## config.mk

```make
export PLATFORM = sky130hd
export DESIGN_NAME = lbx_top
export DESIGN_NICKNAME = d
export VERILOG_FILES = /design/src/design/lbx_pkg.sv /design/src/design/lbx_top.sv /design/src/design/lbx_mode_lanes.sv
export SDC_FILE = /design/constraint.sdc
export NUM_CORES = 1
export LEC_CHECK = 0
export ABC_AREA = 0
export BUFFER_PORTS_ARGS = -buffer_cell sky130_fd_sc_hd__buf_2
export CAP_MARGIN = 20
export CELL_PAD_IN_SITES_DETAIL_PLACEMENT = 1
export CELL_PAD_IN_SITES_GLOBAL_PLACEMENT = 1
export CORE_ASPECT_RATIO = 0.5
export CORE_MARGIN = 5
export CORE_UTILIZATION = 29
export CTS_CLUSTER_SIZE = 10
export DETAILED_ROUTE_END_ITERATION = 10
export PLACE_DENSITY = 0.8
export SYNTH_ARGS = -nofsm -noshare
export SYNTH_HDL_FRONTEND = slang
export SYNTH_SLANG_ARGS = --single-unit
```

## constraint.sdc

```tcl
create_clock -name clk_i -period 1.8 [get_ports clk_i]
set_input_delay 0.36 -clock clk_i [delete_from_list [all_inputs] [get_ports clk_i]]
set_output_delay 0.36 -clock clk_i [all_outputs]
set_load 0.01 [all_outputs]
```

## src/design/lbx_pkg.sv

```systemverilog
// Package for the second-link extra-lane enable block
package lbx_pkg;
  localparam int LBX_LANES = 8;
  localparam logic [31:0] LBX_CTRL_ADDR = 32'h0000_0000;
  localparam logic [31:0] LBX_CFG_ADDR = 32'h0000_0004;
  localparam logic [31:0] LBX_STAT_ADDR = 32'h0000_0008;
  localparam logic [7:0] LBX_CTRL_RST = 8'h00;
  localparam int LBX_SER_SEL_BIT = 0;
  localparam int LBX_REQ_LSB = 1;
  localparam int LBX_REQ_MSB = 7;
  localparam int LBX_CFG_MODE_LSB = 8;
  localparam int LBX_CFG_TEST_LSB = 12;
  localparam int LBX_CFG_ENC_BIT = 0;
  localparam int LBX_CFG_PDA_BIT = 1;
  localparam int LBX_CFG_PDB_BIT = 2;
  localparam logic [3:0] LBX_MODE_RST = 4'h0;
  localparam logic [3:0] LBX_TEST_RST = 4'h0;

  typedef struct packed {
    logic [3:0] mode;
    logic [3:0] test;
  } lbx_fmt_t;

  typedef struct packed {
    logic [7:0] clk_en;
    logic [7:0] ser_en;
  } lbx_lanes_t;
endpackage

```

## src/design/lbx_top.sv

```systemverilog
// Second-link extra lane enable with a Wishbone register slave
`timescale 1ns/10ps
module lbx_top (
  input wire logic clk_i, // Clock, 20 MHz
  input wire logic rst_i, // Synchronous reset, active high
  input wire logic wb_cyc_i, // Wishbone cycle
  input wire logic wb_stb_i, // Wishbone strobe
  input wire logic wb_we_i, // Wishbone write enable
  input wire logic [31:0] wb_adr_i, // Wishbone byte address
  input wire logic [3:0] wb_sel_i, // Wishbone byte selects
  input wire logic [31:0] wb_dat_i, // Wishbone write data
  output logic [31:0] wb_dat_o, // Wishbone read data
  output logic wb_ack_o, // Wishbone acknowledge
  output logic wb_err_o, // Wishbone error on unmapped address
  output lbx_pkg::lbx_lanes_t lanes_o, // Per-lane clock and serializer enables
  output lbx_pkg::lbx_fmt_t fmt_o, // Lane rate and format for all lanes
  output logic subsys_on_o // Serial link subsystem, PLL and LMFC power
);
  import lbx_pkg::*;

  logic [7:0] ctrl_r;
  logic [3:0] mode_r;
  logic [3:0] test_r;
  logic enc_en_r;
  logic pd_a_r;
  logic pd_b_r;
  logic [7:0] used;
  logic req;
  logic hit_ctrl;
  logic hit_cfg;
  logic hit_stat;
  logic [7:0] clk_nxt;
  logic [7:0] ser_nxt;
  logic [7:0] chain;
  logic link_on;
  logic [31:0] rd_nxt;

  assign req = wb_cyc_i && wb_stb_i && !wb_ack_o && !wb_err_o;

  always_comb begin
    hit_ctrl = 1'b0;
    hit_cfg = 1'b0;
    hit_stat = 1'b0;
    if (wb_adr_i == LBX_CTRL_ADDR) begin
      hit_ctrl = 1'b1;
    end else if (wb_adr_i == LBX_CFG_ADDR) begin
      hit_cfg = 1'b1;
    end else if (wb_adr_i == LBX_STAT_ADDR) begin
      hit_stat = 1'b1;
    end
  end

  // Control writes are dropped while the encoder runs
  always_ff @(posedge clk_i) begin
    if (rst_i) begin
      ctrl_r <= LBX_CTRL_RST;
    end else if (req && wb_we_i && hit_ctrl && wb_sel_i[0] && !enc_en_r) begin
      ctrl_r <= wb_dat_i[7:0];
    end
  end

  always_ff @(posedge clk_i) begin
    if (rst_i) begin
      enc_en_r <= 1'b0;
      pd_a_r <= 1'b0;
      pd_b_r <= 1'b0;
      mode_r <= LBX_MODE_RST;
      test_r <= LBX_TEST_RST;
    end else if (req && wb_we_i && hit_cfg) begin
      if (wb_sel_i[0]) begin
        enc_en_r <= wb_dat_i[LBX_CFG_ENC_BIT];
        pd_a_r <= wb_dat_i[LBX_CFG_PDA_BIT];
        pd_b_r <= wb_dat_i[LBX_CFG_PDB_BIT];
      end
      if (wb_sel_i[1]) begin
        mode_r <= wb_dat_i[LBX_CFG_MODE_LSB +: 4];
        test_r <= wb_dat_i[LBX_CFG_TEST_LSB +: 4];
      end
    end
  end

  lbx_mode_lanes u_mode (
    .clk_i (clk_i),
    .rst_i (rst_i),
    .mode_i (mode_r),
    .used_o (used)
  );

  // Second link needs channel B and any live channel for the subsystem
  assign link_on = enc_en_r && !pd_b_r;

  genvar g;
  generate
    for (g = 0; g < LBX_LANES; g++) begin : g_lane
      logic want;
      if (g == 0) begin : g_base
        assign want = used[g];
        assign chain[g] = want;
      end else begin : g_extra
        assign want = used[g] || ctrl_r[g];
        assign chain[g] = want && chain[g-1];
      end
      assign clk_nxt[g] = link_on && want;
      if (g == 0) begin : g_ser0
        assign ser_nxt[g] = link_on && used[g];
      end else begin : g_sern
        assign ser_nxt[g] = link_on && chain[g] && (used[g] || ctrl_r[LBX_SER_SEL_BIT]);
      end
    end
  endgenerate

  always_ff @(posedge clk_i) begin
    if (rst_i) begin
      lanes_o <= '0;
      subsys_on_o <= 1'b0;
    end else begin
      lanes_o.clk_en <= clk_nxt;
      lanes_o.ser_en <= ser_nxt;
      subsys_on_o <= !(pd_a_r && pd_b_r);
    end
  end

  // Format is global, never from the extra-lane register
  always_ff @(posedge clk_i) begin
    if (rst_i) begin
      fmt_o <= '0;
    end else begin
      fmt_o.mode <= mode_r;
      fmt_o.test <= test_r;
    end
  end

  always_comb begin
    rd_nxt = 32'h0000_0000;
    if (hit_ctrl) begin
      rd_nxt[7:0] = ctrl_r;
    end else if (hit_cfg) begin
      rd_nxt[LBX_CFG_ENC_BIT] = enc_en_r;
      rd_nxt[LBX_CFG_PDA_BIT] = pd_a_r;
      rd_nxt[LBX_CFG_PDB_BIT] = pd_b_r;
      rd_nxt[LBX_CFG_MODE_LSB +: 4] = mode_r;
      rd_nxt[LBX_CFG_TEST_LSB +: 4] = test_r;
    end else if (hit_stat) begin
      rd_nxt[7:0] = lanes_o.clk_en;
      rd_nxt[15:8] = lanes_o.ser_en;
      rd_nxt[16] = subsys_on_o;
    end
  end

  always_ff @(posedge clk_i) begin
    if (rst_i) begin
      wb_ack_o <= 1'b0;
      wb_err_o <= 1'b0;
      wb_dat_o <= 32'h0000_0000;
    end else begin
      wb_ack_o <= req && (hit_ctrl || hit_cfg || hit_stat);
      wb_err_o <= req && !(hit_ctrl || hit_cfg || hit_stat);
      wb_dat_o <= (req && !wb_we_i) ? rd_nxt : 32'h0000_0000;
    end
  end

  ctrl_locked_a: assert property (@(posedge clk_i) disable iff (rst_i)
    enc_en_r |=> $stable(ctrl_r)) else $error("extra-lane register changed while encoder on");
  ser_chain_a: assert property (@(posedge clk_i) disable iff (rst_i)
    lanes_o.ser_en[3] |-> lanes_o.clk_en[2] && lanes_o.clk_en[1]) else $error("serializer clock chain broken");
  ser_needs_link_a: assert property (@(posedge clk_i) disable iff (rst_i)
    $past(pd_b_r) |-> lanes_o == '0) else $error("lanes active with channel down");
  ser_select_a: assert property (@(posedge clk_i) disable iff (rst_i)
    ($past(!ctrl_r[0]) && $past(used) == 8'h01) |-> lanes_o.ser_en[7:1] == 7'h00)
    else $error("extra serializer on without select");
  clk_follows_req_a: assert property (@(posedge clk_i) disable iff (rst_i)
    ($past(link_on) && $past(ctrl_r[5])) |-> lanes_o.clk_en[5]) else $error("requested lane clock off");
  unused_off_a: assert property (@(posedge clk_i) disable iff (rst_i)
    ($past(!ctrl_r[6]) && $past(!used[6])) |-> !lanes_o.clk_en[6] && !lanes_o.ser_en[6])
    else $error("unrequested lane active");
  subsys_off_a: assert property (@(posedge clk_i) disable iff (rst_i)
    (pd_a_r && pd_b_r) ##1 (pd_a_r && pd_b_r) |-> !subsys_on_o) else $error("subsystem on with both down");
  fmt_global_a: assert property (@(posedge clk_i) disable iff (rst_i)
    fmt_o.mode == $past(mode_r)) else $error("lane format not from mode");
  reg_reset_a: assert property (@(posedge clk_i)
    $past(rst_i) |-> ctrl_r == LBX_CTRL_RST) else $error("control not zero after reset");

  // Bus handshake, per-lane, subsystem power and format consistency checks
  ack_pulse_a: assert property (@(posedge clk_i) disable iff (rst_i)
    wb_ack_o |=> !wb_ack_o)
    else $error("acknowledge longer than one cycle");
  ack_err_excl_a: assert property (@(posedge clk_i) disable iff (rst_i)
    !(wb_ack_o && wb_err_o))
    else $error("acknowledge and error together");
  rd_idle_zero_a: assert property (@(posedge clk_i) disable iff (rst_i)
    !wb_ack_o |-> wb_dat_o == 32'h0000_0000)
    else $error("read data not zero outside acknowledge");
  ack_mapped_a: assert property (@(posedge clk_i) disable iff (rst_i)
    (req && (hit_ctrl || hit_cfg || hit_stat)) |=> wb_ack_o)
    else $error("mapped request not acknowledged");
  err_unmapped_a: assert property (@(posedge clk_i) disable iff (rst_i)
    (req && !(hit_ctrl || hit_cfg || hit_stat)) |=> wb_err_o)
    else $error("unmapped request without error");
  ctrl_write_a: assert property (@(posedge clk_i) disable iff (rst_i)
    (req && wb_we_i && hit_ctrl && wb_sel_i[0] && !enc_en_r) |=> ctrl_r == $past(wb_dat_i[7:0]))
    else $error("extra-lane register write lost");
  ser_has_clk_a: assert property (@(posedge clk_i) disable iff (rst_i)
    (lanes_o.ser_en & ~lanes_o.clk_en) == 8'h00)
    else $error("serializer on without lane clock");
  link_off_a: assert property (@(posedge clk_i) disable iff (rst_i)
    $past(!link_on) |-> lanes_o == '0)
    else $error("lanes active with link off");
  ser_needs_sel_a: assert property (@(posedge clk_i) disable iff (rst_i)
    ($past(!used[4]) && $past(!ctrl_r[LBX_SER_SEL_BIT])) |-> !lanes_o.ser_en[4])
    else $error("extra serializer on without select");
  subsys_live_a: assert property (@(posedge clk_i) disable iff (rst_i)
    (!$past(rst_i) && $past(!pd_a_r)) |-> subsys_on_o)
    else $error("subsystem off with channel live");
  fmt_test_a: assert property (@(posedge clk_i) disable iff (rst_i)
    fmt_o.test == $past(test_r))
    else $error("lane format not from test setting");
endmodule // lbx_top

```

## src/design/lbx_mode_lanes.sv

```systemverilog
// Lanes the selected link mode uses on the second link
`timescale 1ns/10ps
module lbx_mode_lanes (
  input wire logic clk_i, // Clock
  input wire logic rst_i, // Synchronous reset
  input wire logic [3:0] mode_i, // Link mode select
  output logic [7:0] used_o // Registered used-lane mask
);
  import lbx_pkg::*;

  logic [7:0] used_nxt;

  always_comb begin
    used_nxt = 8'h00;
    case (mode_i[1:0])
      2'h0: used_nxt = 8'h01;
      2'h1: used_nxt = 8'h03;
      2'h2: used_nxt = 8'h0f;
      default: used_nxt = 8'hff;
    endcase
  end

  always_ff @(posedge clk_i) begin
    if (rst_i) begin
      used_o <= 8'h00;
    end else begin
      used_o <= used_nxt;
    end
  end
endmodule // lbx_mode_lanes

```

# ---- Word-level counts from Yosys, hierarchy flattened
# Index checks and enable logic that the tools add are counted.
dict set report totals {
  regBits 86
  inputBits 73
  output_inout_bits 59
  wordCells 108
}
dict set report op_classes {
  eq_ne 4
  n_mux 12
  bitwise 2
  reduce_logical 72
}
# op n
set ops {}
lappend ops {{logical AND 1 bit} 42}
lappend ops {{== test 32 x 3 -> 1 bit, second input constant} 1}
lappend ops {{== test 32 x 4 -> 1 bit, second input constant} 1}
lappend ops {{logical NOT 32 bit} 1}
lappend ops {{one-hot mux 8 bit (3 select lines)} 1}
lappend ops {{2-to-1 mux 17 bit} 1}
lappend ops {{logical OR 1 bit} 16}
lappend ops {{2-to-1 mux 8 bit} 2}
lappend ops {{logical NOT 1 bit} 7}
lappend ops {{2-to-1 mux 1 bit} 6}
lappend ops {{2-to-1 mux 5 bit} 1}
lappend ops {{OR reduction 5 bit} 1}
lappend ops {{AND reduction 2 bit} 2}
lappend ops {{2-to-1 mux 3 bit} 1}
lappend ops {{OR reduction 3 bit} 1}
lappend ops {{== test 2 x 1 -> 1 bit, second input constant} 1}
lappend ops {{== test 2 bit, second input constant} 1}
lappend ops {{logical NOT 2 bit} 1}
lappend ops {{inverter 1 bit} 2}
lappend ops {{OR reduction 2 bit} 1}

# ---- Depth between registers and ports, before layout
dict set report logic_depth {
  word_depth 10
  mapped_depth 6
  ltp_nobuf 4
}

# ---- Cells and area by module
# From an unflattened synthesis, not the netlist that was laid out.
dict set report hier_totals {
  cells_unflattened 260
  hier_area_um2 2692.6
}
# module instances cells_each area_each_um2 seq_area_each_um2
set modules_own_cells {}
lappend modules_own_cells {lbx_top 1 248 2553.7 1241.2}
lappend modules_own_cells {lbx_mode_lanes 1 12 138.9 80.1}

# ---- Worst setup path after synthesis
# No wires, ideal clock.
dict set report synth_path {
  kind {input-to-reg}
  start {input wb_adr_i[15]}
  end {register mode_r[2]}
  setup_time_ps 121
  arrival_time_ps 1673
  t_required_ps 1679
  path_slack_ps 7
  stages 4
  n_path_buf 0
  path_cell_list {nor4_1 -> nand4_1 -> nor3_2 -> mux2_2}
}
dict set report synth_via {
  elab_chain_cells 5
  elab_cells_between_ends 6
  classes_between {eq/ne: 1; mux: 2; reduce/logical: 3}
}
# element line
set synth_rtl {}
lappend synth_rtl {{start: declaration} lbx_top.sv:9} ;# input wire logic [31:0] wb_adr_i,
lappend synth_rtl {{== test 32 x 3 -> 1 bit} lbx_top.sv:46} ;# end else if (wb_adr_i == LBX_CFG_ADDR) begin
lappend synth_rtl {{2-to-1 mux 1 bit} lbx_top.sv:46}
lappend synth_rtl {{2-to-1 mux 1 bit (*)} lbx_top.sv:44} ;# if (wb_adr_i == LBX_CTRL_ADDR) begin
lappend synth_rtl {{logical AND 1 bit (*)} lbx_top.sv:69} ;# end else if (req && wb_we_i && hit_cfg) begin
lappend synth_rtl {{AND reduction 2 bit (no line) (*)} n/a}
lappend synth_rtl {{end signal: assignment} lbx_top.sv:76} ;# mode_r <= wb_dat_i[LBX_CFG_MODE_LSB +: 4];
lappend synth_rtl {{end: declaration} lbx_top.sv:22} ;# logic [3:0] mode_r;
# Every way passes the cells marked *; elsewhere a longest branch is shown, timed or not.
# A chain may end at the register's enable or synchronous reset.

# ---- Worst setup path in the final report
dict set report layout_path {
  start {input wb_adr_i[15]}
  end {register mode_r[3]}
}
# Same word-level chain as after synthesis.

==> metrics.cfg <==
[job]
cap_viol_max_count = 0

[drt]
vias = 2259
post_drt_wl_per_cell_um = 17.00
ant_nets = 0
drt_first_pass_iters = 4
drc_errors = 0
wl_um = 8144
vias_per_cell = 4.716
drt_iter0_markers = 158

[worst_setup_path]
path_class = in -> reg
cp_max_fo = 6
ff2ff_setup_slack_ns = 0.13
reg2regPathDepth = 4
start_kind = input pin
cp.required_ns = 2.01
arrival_ns = 1.92
end_kind = register

[layout]
final_common_cell = buf_2
area_growth_pct = 38.71
final_area_sq_um = 3435
final_cell_mix = 98 x buf_2, 66 x dfxtp_1, 24 x nor2_1, 19 x nand2_1, 19 x buf_4
nNetsFinal = 435
antenna_cells = 0
drive_gt1_frac = 0.4223
fillers = 951
regArea_sq_um = 1321
multi_input_area_sq_um = 1025

[logic_synthesis]
synth_mux_area_frac = 0.07984
synth_cells = 248
synth_compound_area_frac = 0.09702
synth_flop_cell = dfxtp_1
synthSimpleGateAreaFrac = 0.2092
ys_warn_count = 0
synthArstFlopShare = 0
synth.cell_area_sq_um = 2476
synth_cell_types = 34
synth_xor_area_frac = 0
synth-adder-area-share = 0
synth_seq_cells = 66
synth_edf_count = 0
synth_top_family_by_area = simple AND/OR/NAND/NOR gates
ys_seq_area_frac = 0.5336
syn_area_per_cell_sq_um = 9.984

[placed_design]
place_area_sq_um = 3118
dp_hpwl_um = 5481
io_buffers = 98
place_congestion = 0.8027

[power]
power_leakage_nw = 1.564
ir_drop_mv = 0.4794
power_density_nw_per_um2 = 975.4

[sta]
period_share = 0.9479
setup_viol = 0
drv_slew = 0
rsz0062_at_grt = no
min_period_ns = 1.706
max_freq_mhz = 586.1
fin_skew_ns = 0.005245
fin_tns_setup_ns = 0
hold_viol = 0

[grt]
grt_pass1_vias = 2488
grt.overflow.total = 0
grt_max_degree = 25
antenna_found_initial = 0
grt_pass1_wl_um = 12970
grt_use_total = 0.1594

[clocking]
cts_sinks = 66
clk_pin_slew_worst_paths_ns = 0.05
cts_root_buf = clkbuf_16
cts_tree = done
htree_num_levels = 3
cts_buffers = 9
insertion_delay_ns = 0.33
clk_path_buf_depth = 2

[worst_hold_path]
hp-class = in -> reg
whs_path_depth = 3

[floorplan]
die_area_sq_um = 10600
die_h_um = 75.34
initial_core_util = 0.3040
ios = 132
core.rowCount = 23
core_area_sq_um = 8144
die_width_um = 140.7

[status]
status = complete, no violations

## metal layers
metal	GRT usage	up-vias	wire (um)
met4	0.06660	0	154
met1	0.1777	1108	3212
met5	0	-	0
li1	-	1068	-
met3	0.04201	13	339
met2	0.2982	70	4437
## repair_timing
action                                  in CTS  in global routing
hold buffers                                 0                  0
endpoints found under the hold margin        0                  0
buffers inserted                             0                  1
endpoints found under the setup margin       0                 17
gates resized for setup                      0                  2
## logic make-up (layout without fill, tap and decap cells)
logic type / count (synthesis) / count (layout)
buffers and inverters: 33 / 138
other: 1 / 15
multiplexers: 19 / 19
flip-flops: 66 / 66
AND/OR/NAND/NOR: 95 / 95
AO/OA/AOI/OAI: 34 / 34
## synthesized netlist by cell type (all sizes together), types with 2 or more instances
cell type / n / share of area
dfxtp: 66 / 0.53
nor2: 25 / 0.039
buf: 21 / 0.061
nand2: 19 / 0.029
nor4: 15 / 0.045
nor2b: 14 / 0.035
mux2i: 13 / 0.053
a21oi: 9 / 0.018
a22oi: 8 / 0.024
a31o: 8 / 0.028
nor3: 8 / 0.018
clkbuf: 7 / 0.011
mux2: 6 / 0.027
o21a: 6 / 0.018
inv: 5 / 0.0076
nand4: 4 / 0.010
a31oi: 2 / 0.0051
and2: 2 / 0.0051
nor4b: 2 / 0.0071
or3: 2 / 0.0051
## flip-flops by register name, summed over array words and instances (netlist names), 4 cells and up
register and flops:
wb_dat_o 17, fmt_o 8, u_mode.used_o 4, mode_r 4, ctrl_r 8, test_r 4
lanes_o 15
## metrics by stage
step,utilization,power [W],cells,hold WS (ns),worst slack (ns)
after floorplan,-,0.001585,262,0.4301,0.006756
after global placement,0.3829,0.001645,462,0.4472,-0.2833
after detailed placement,0.3829,0.001648,462,0.4516,-0.2940
after CTS,0.4193,0.003373,478,0.2795,0.02260
after global routing,0.4217,0.003474,479,0.2967,0.01062
final,0.4217,0.003350,479,0.2881,0.09372
## where the power goes
group / switching (W) / internal (W) / total [W]
sequential: 0.00000196 / 0.00146 / 0.00147
clock: 0.000623 / 0.00110 / 0.00173
combinational: 0.0000865 / 0.0000695 / 0.000156
## area by class of cell
type,count,area share
well taps,112,0.04080
inverters,5,0.005464
clock inverters,5,0.01566
repair buffers,117,0.1843
clock buffers,11,0.07067
multi-input cells,163,0.2984
flip-flops and latches,66,0.3847
## worst paths after layout
path	start	end
min reg2reg	subsys_on_o	wb_dat_o[16]
max	wb_adr_i[15]	mode_r[3]
min	wb_dat_i[8]	mode_r[0]
max reg2reg	enc_en_r	ctrl_r[0]
## critical path, cell delays in order
cell and delay, ns:
buf_2 0.10, nor4_2 0.27, nand4_1 0.22, buf_4 0.20, nor3_2 0.22, buf_4 0.21
mux2_2 0.34
Note: power is estimated with default switching activity, not from simulation.
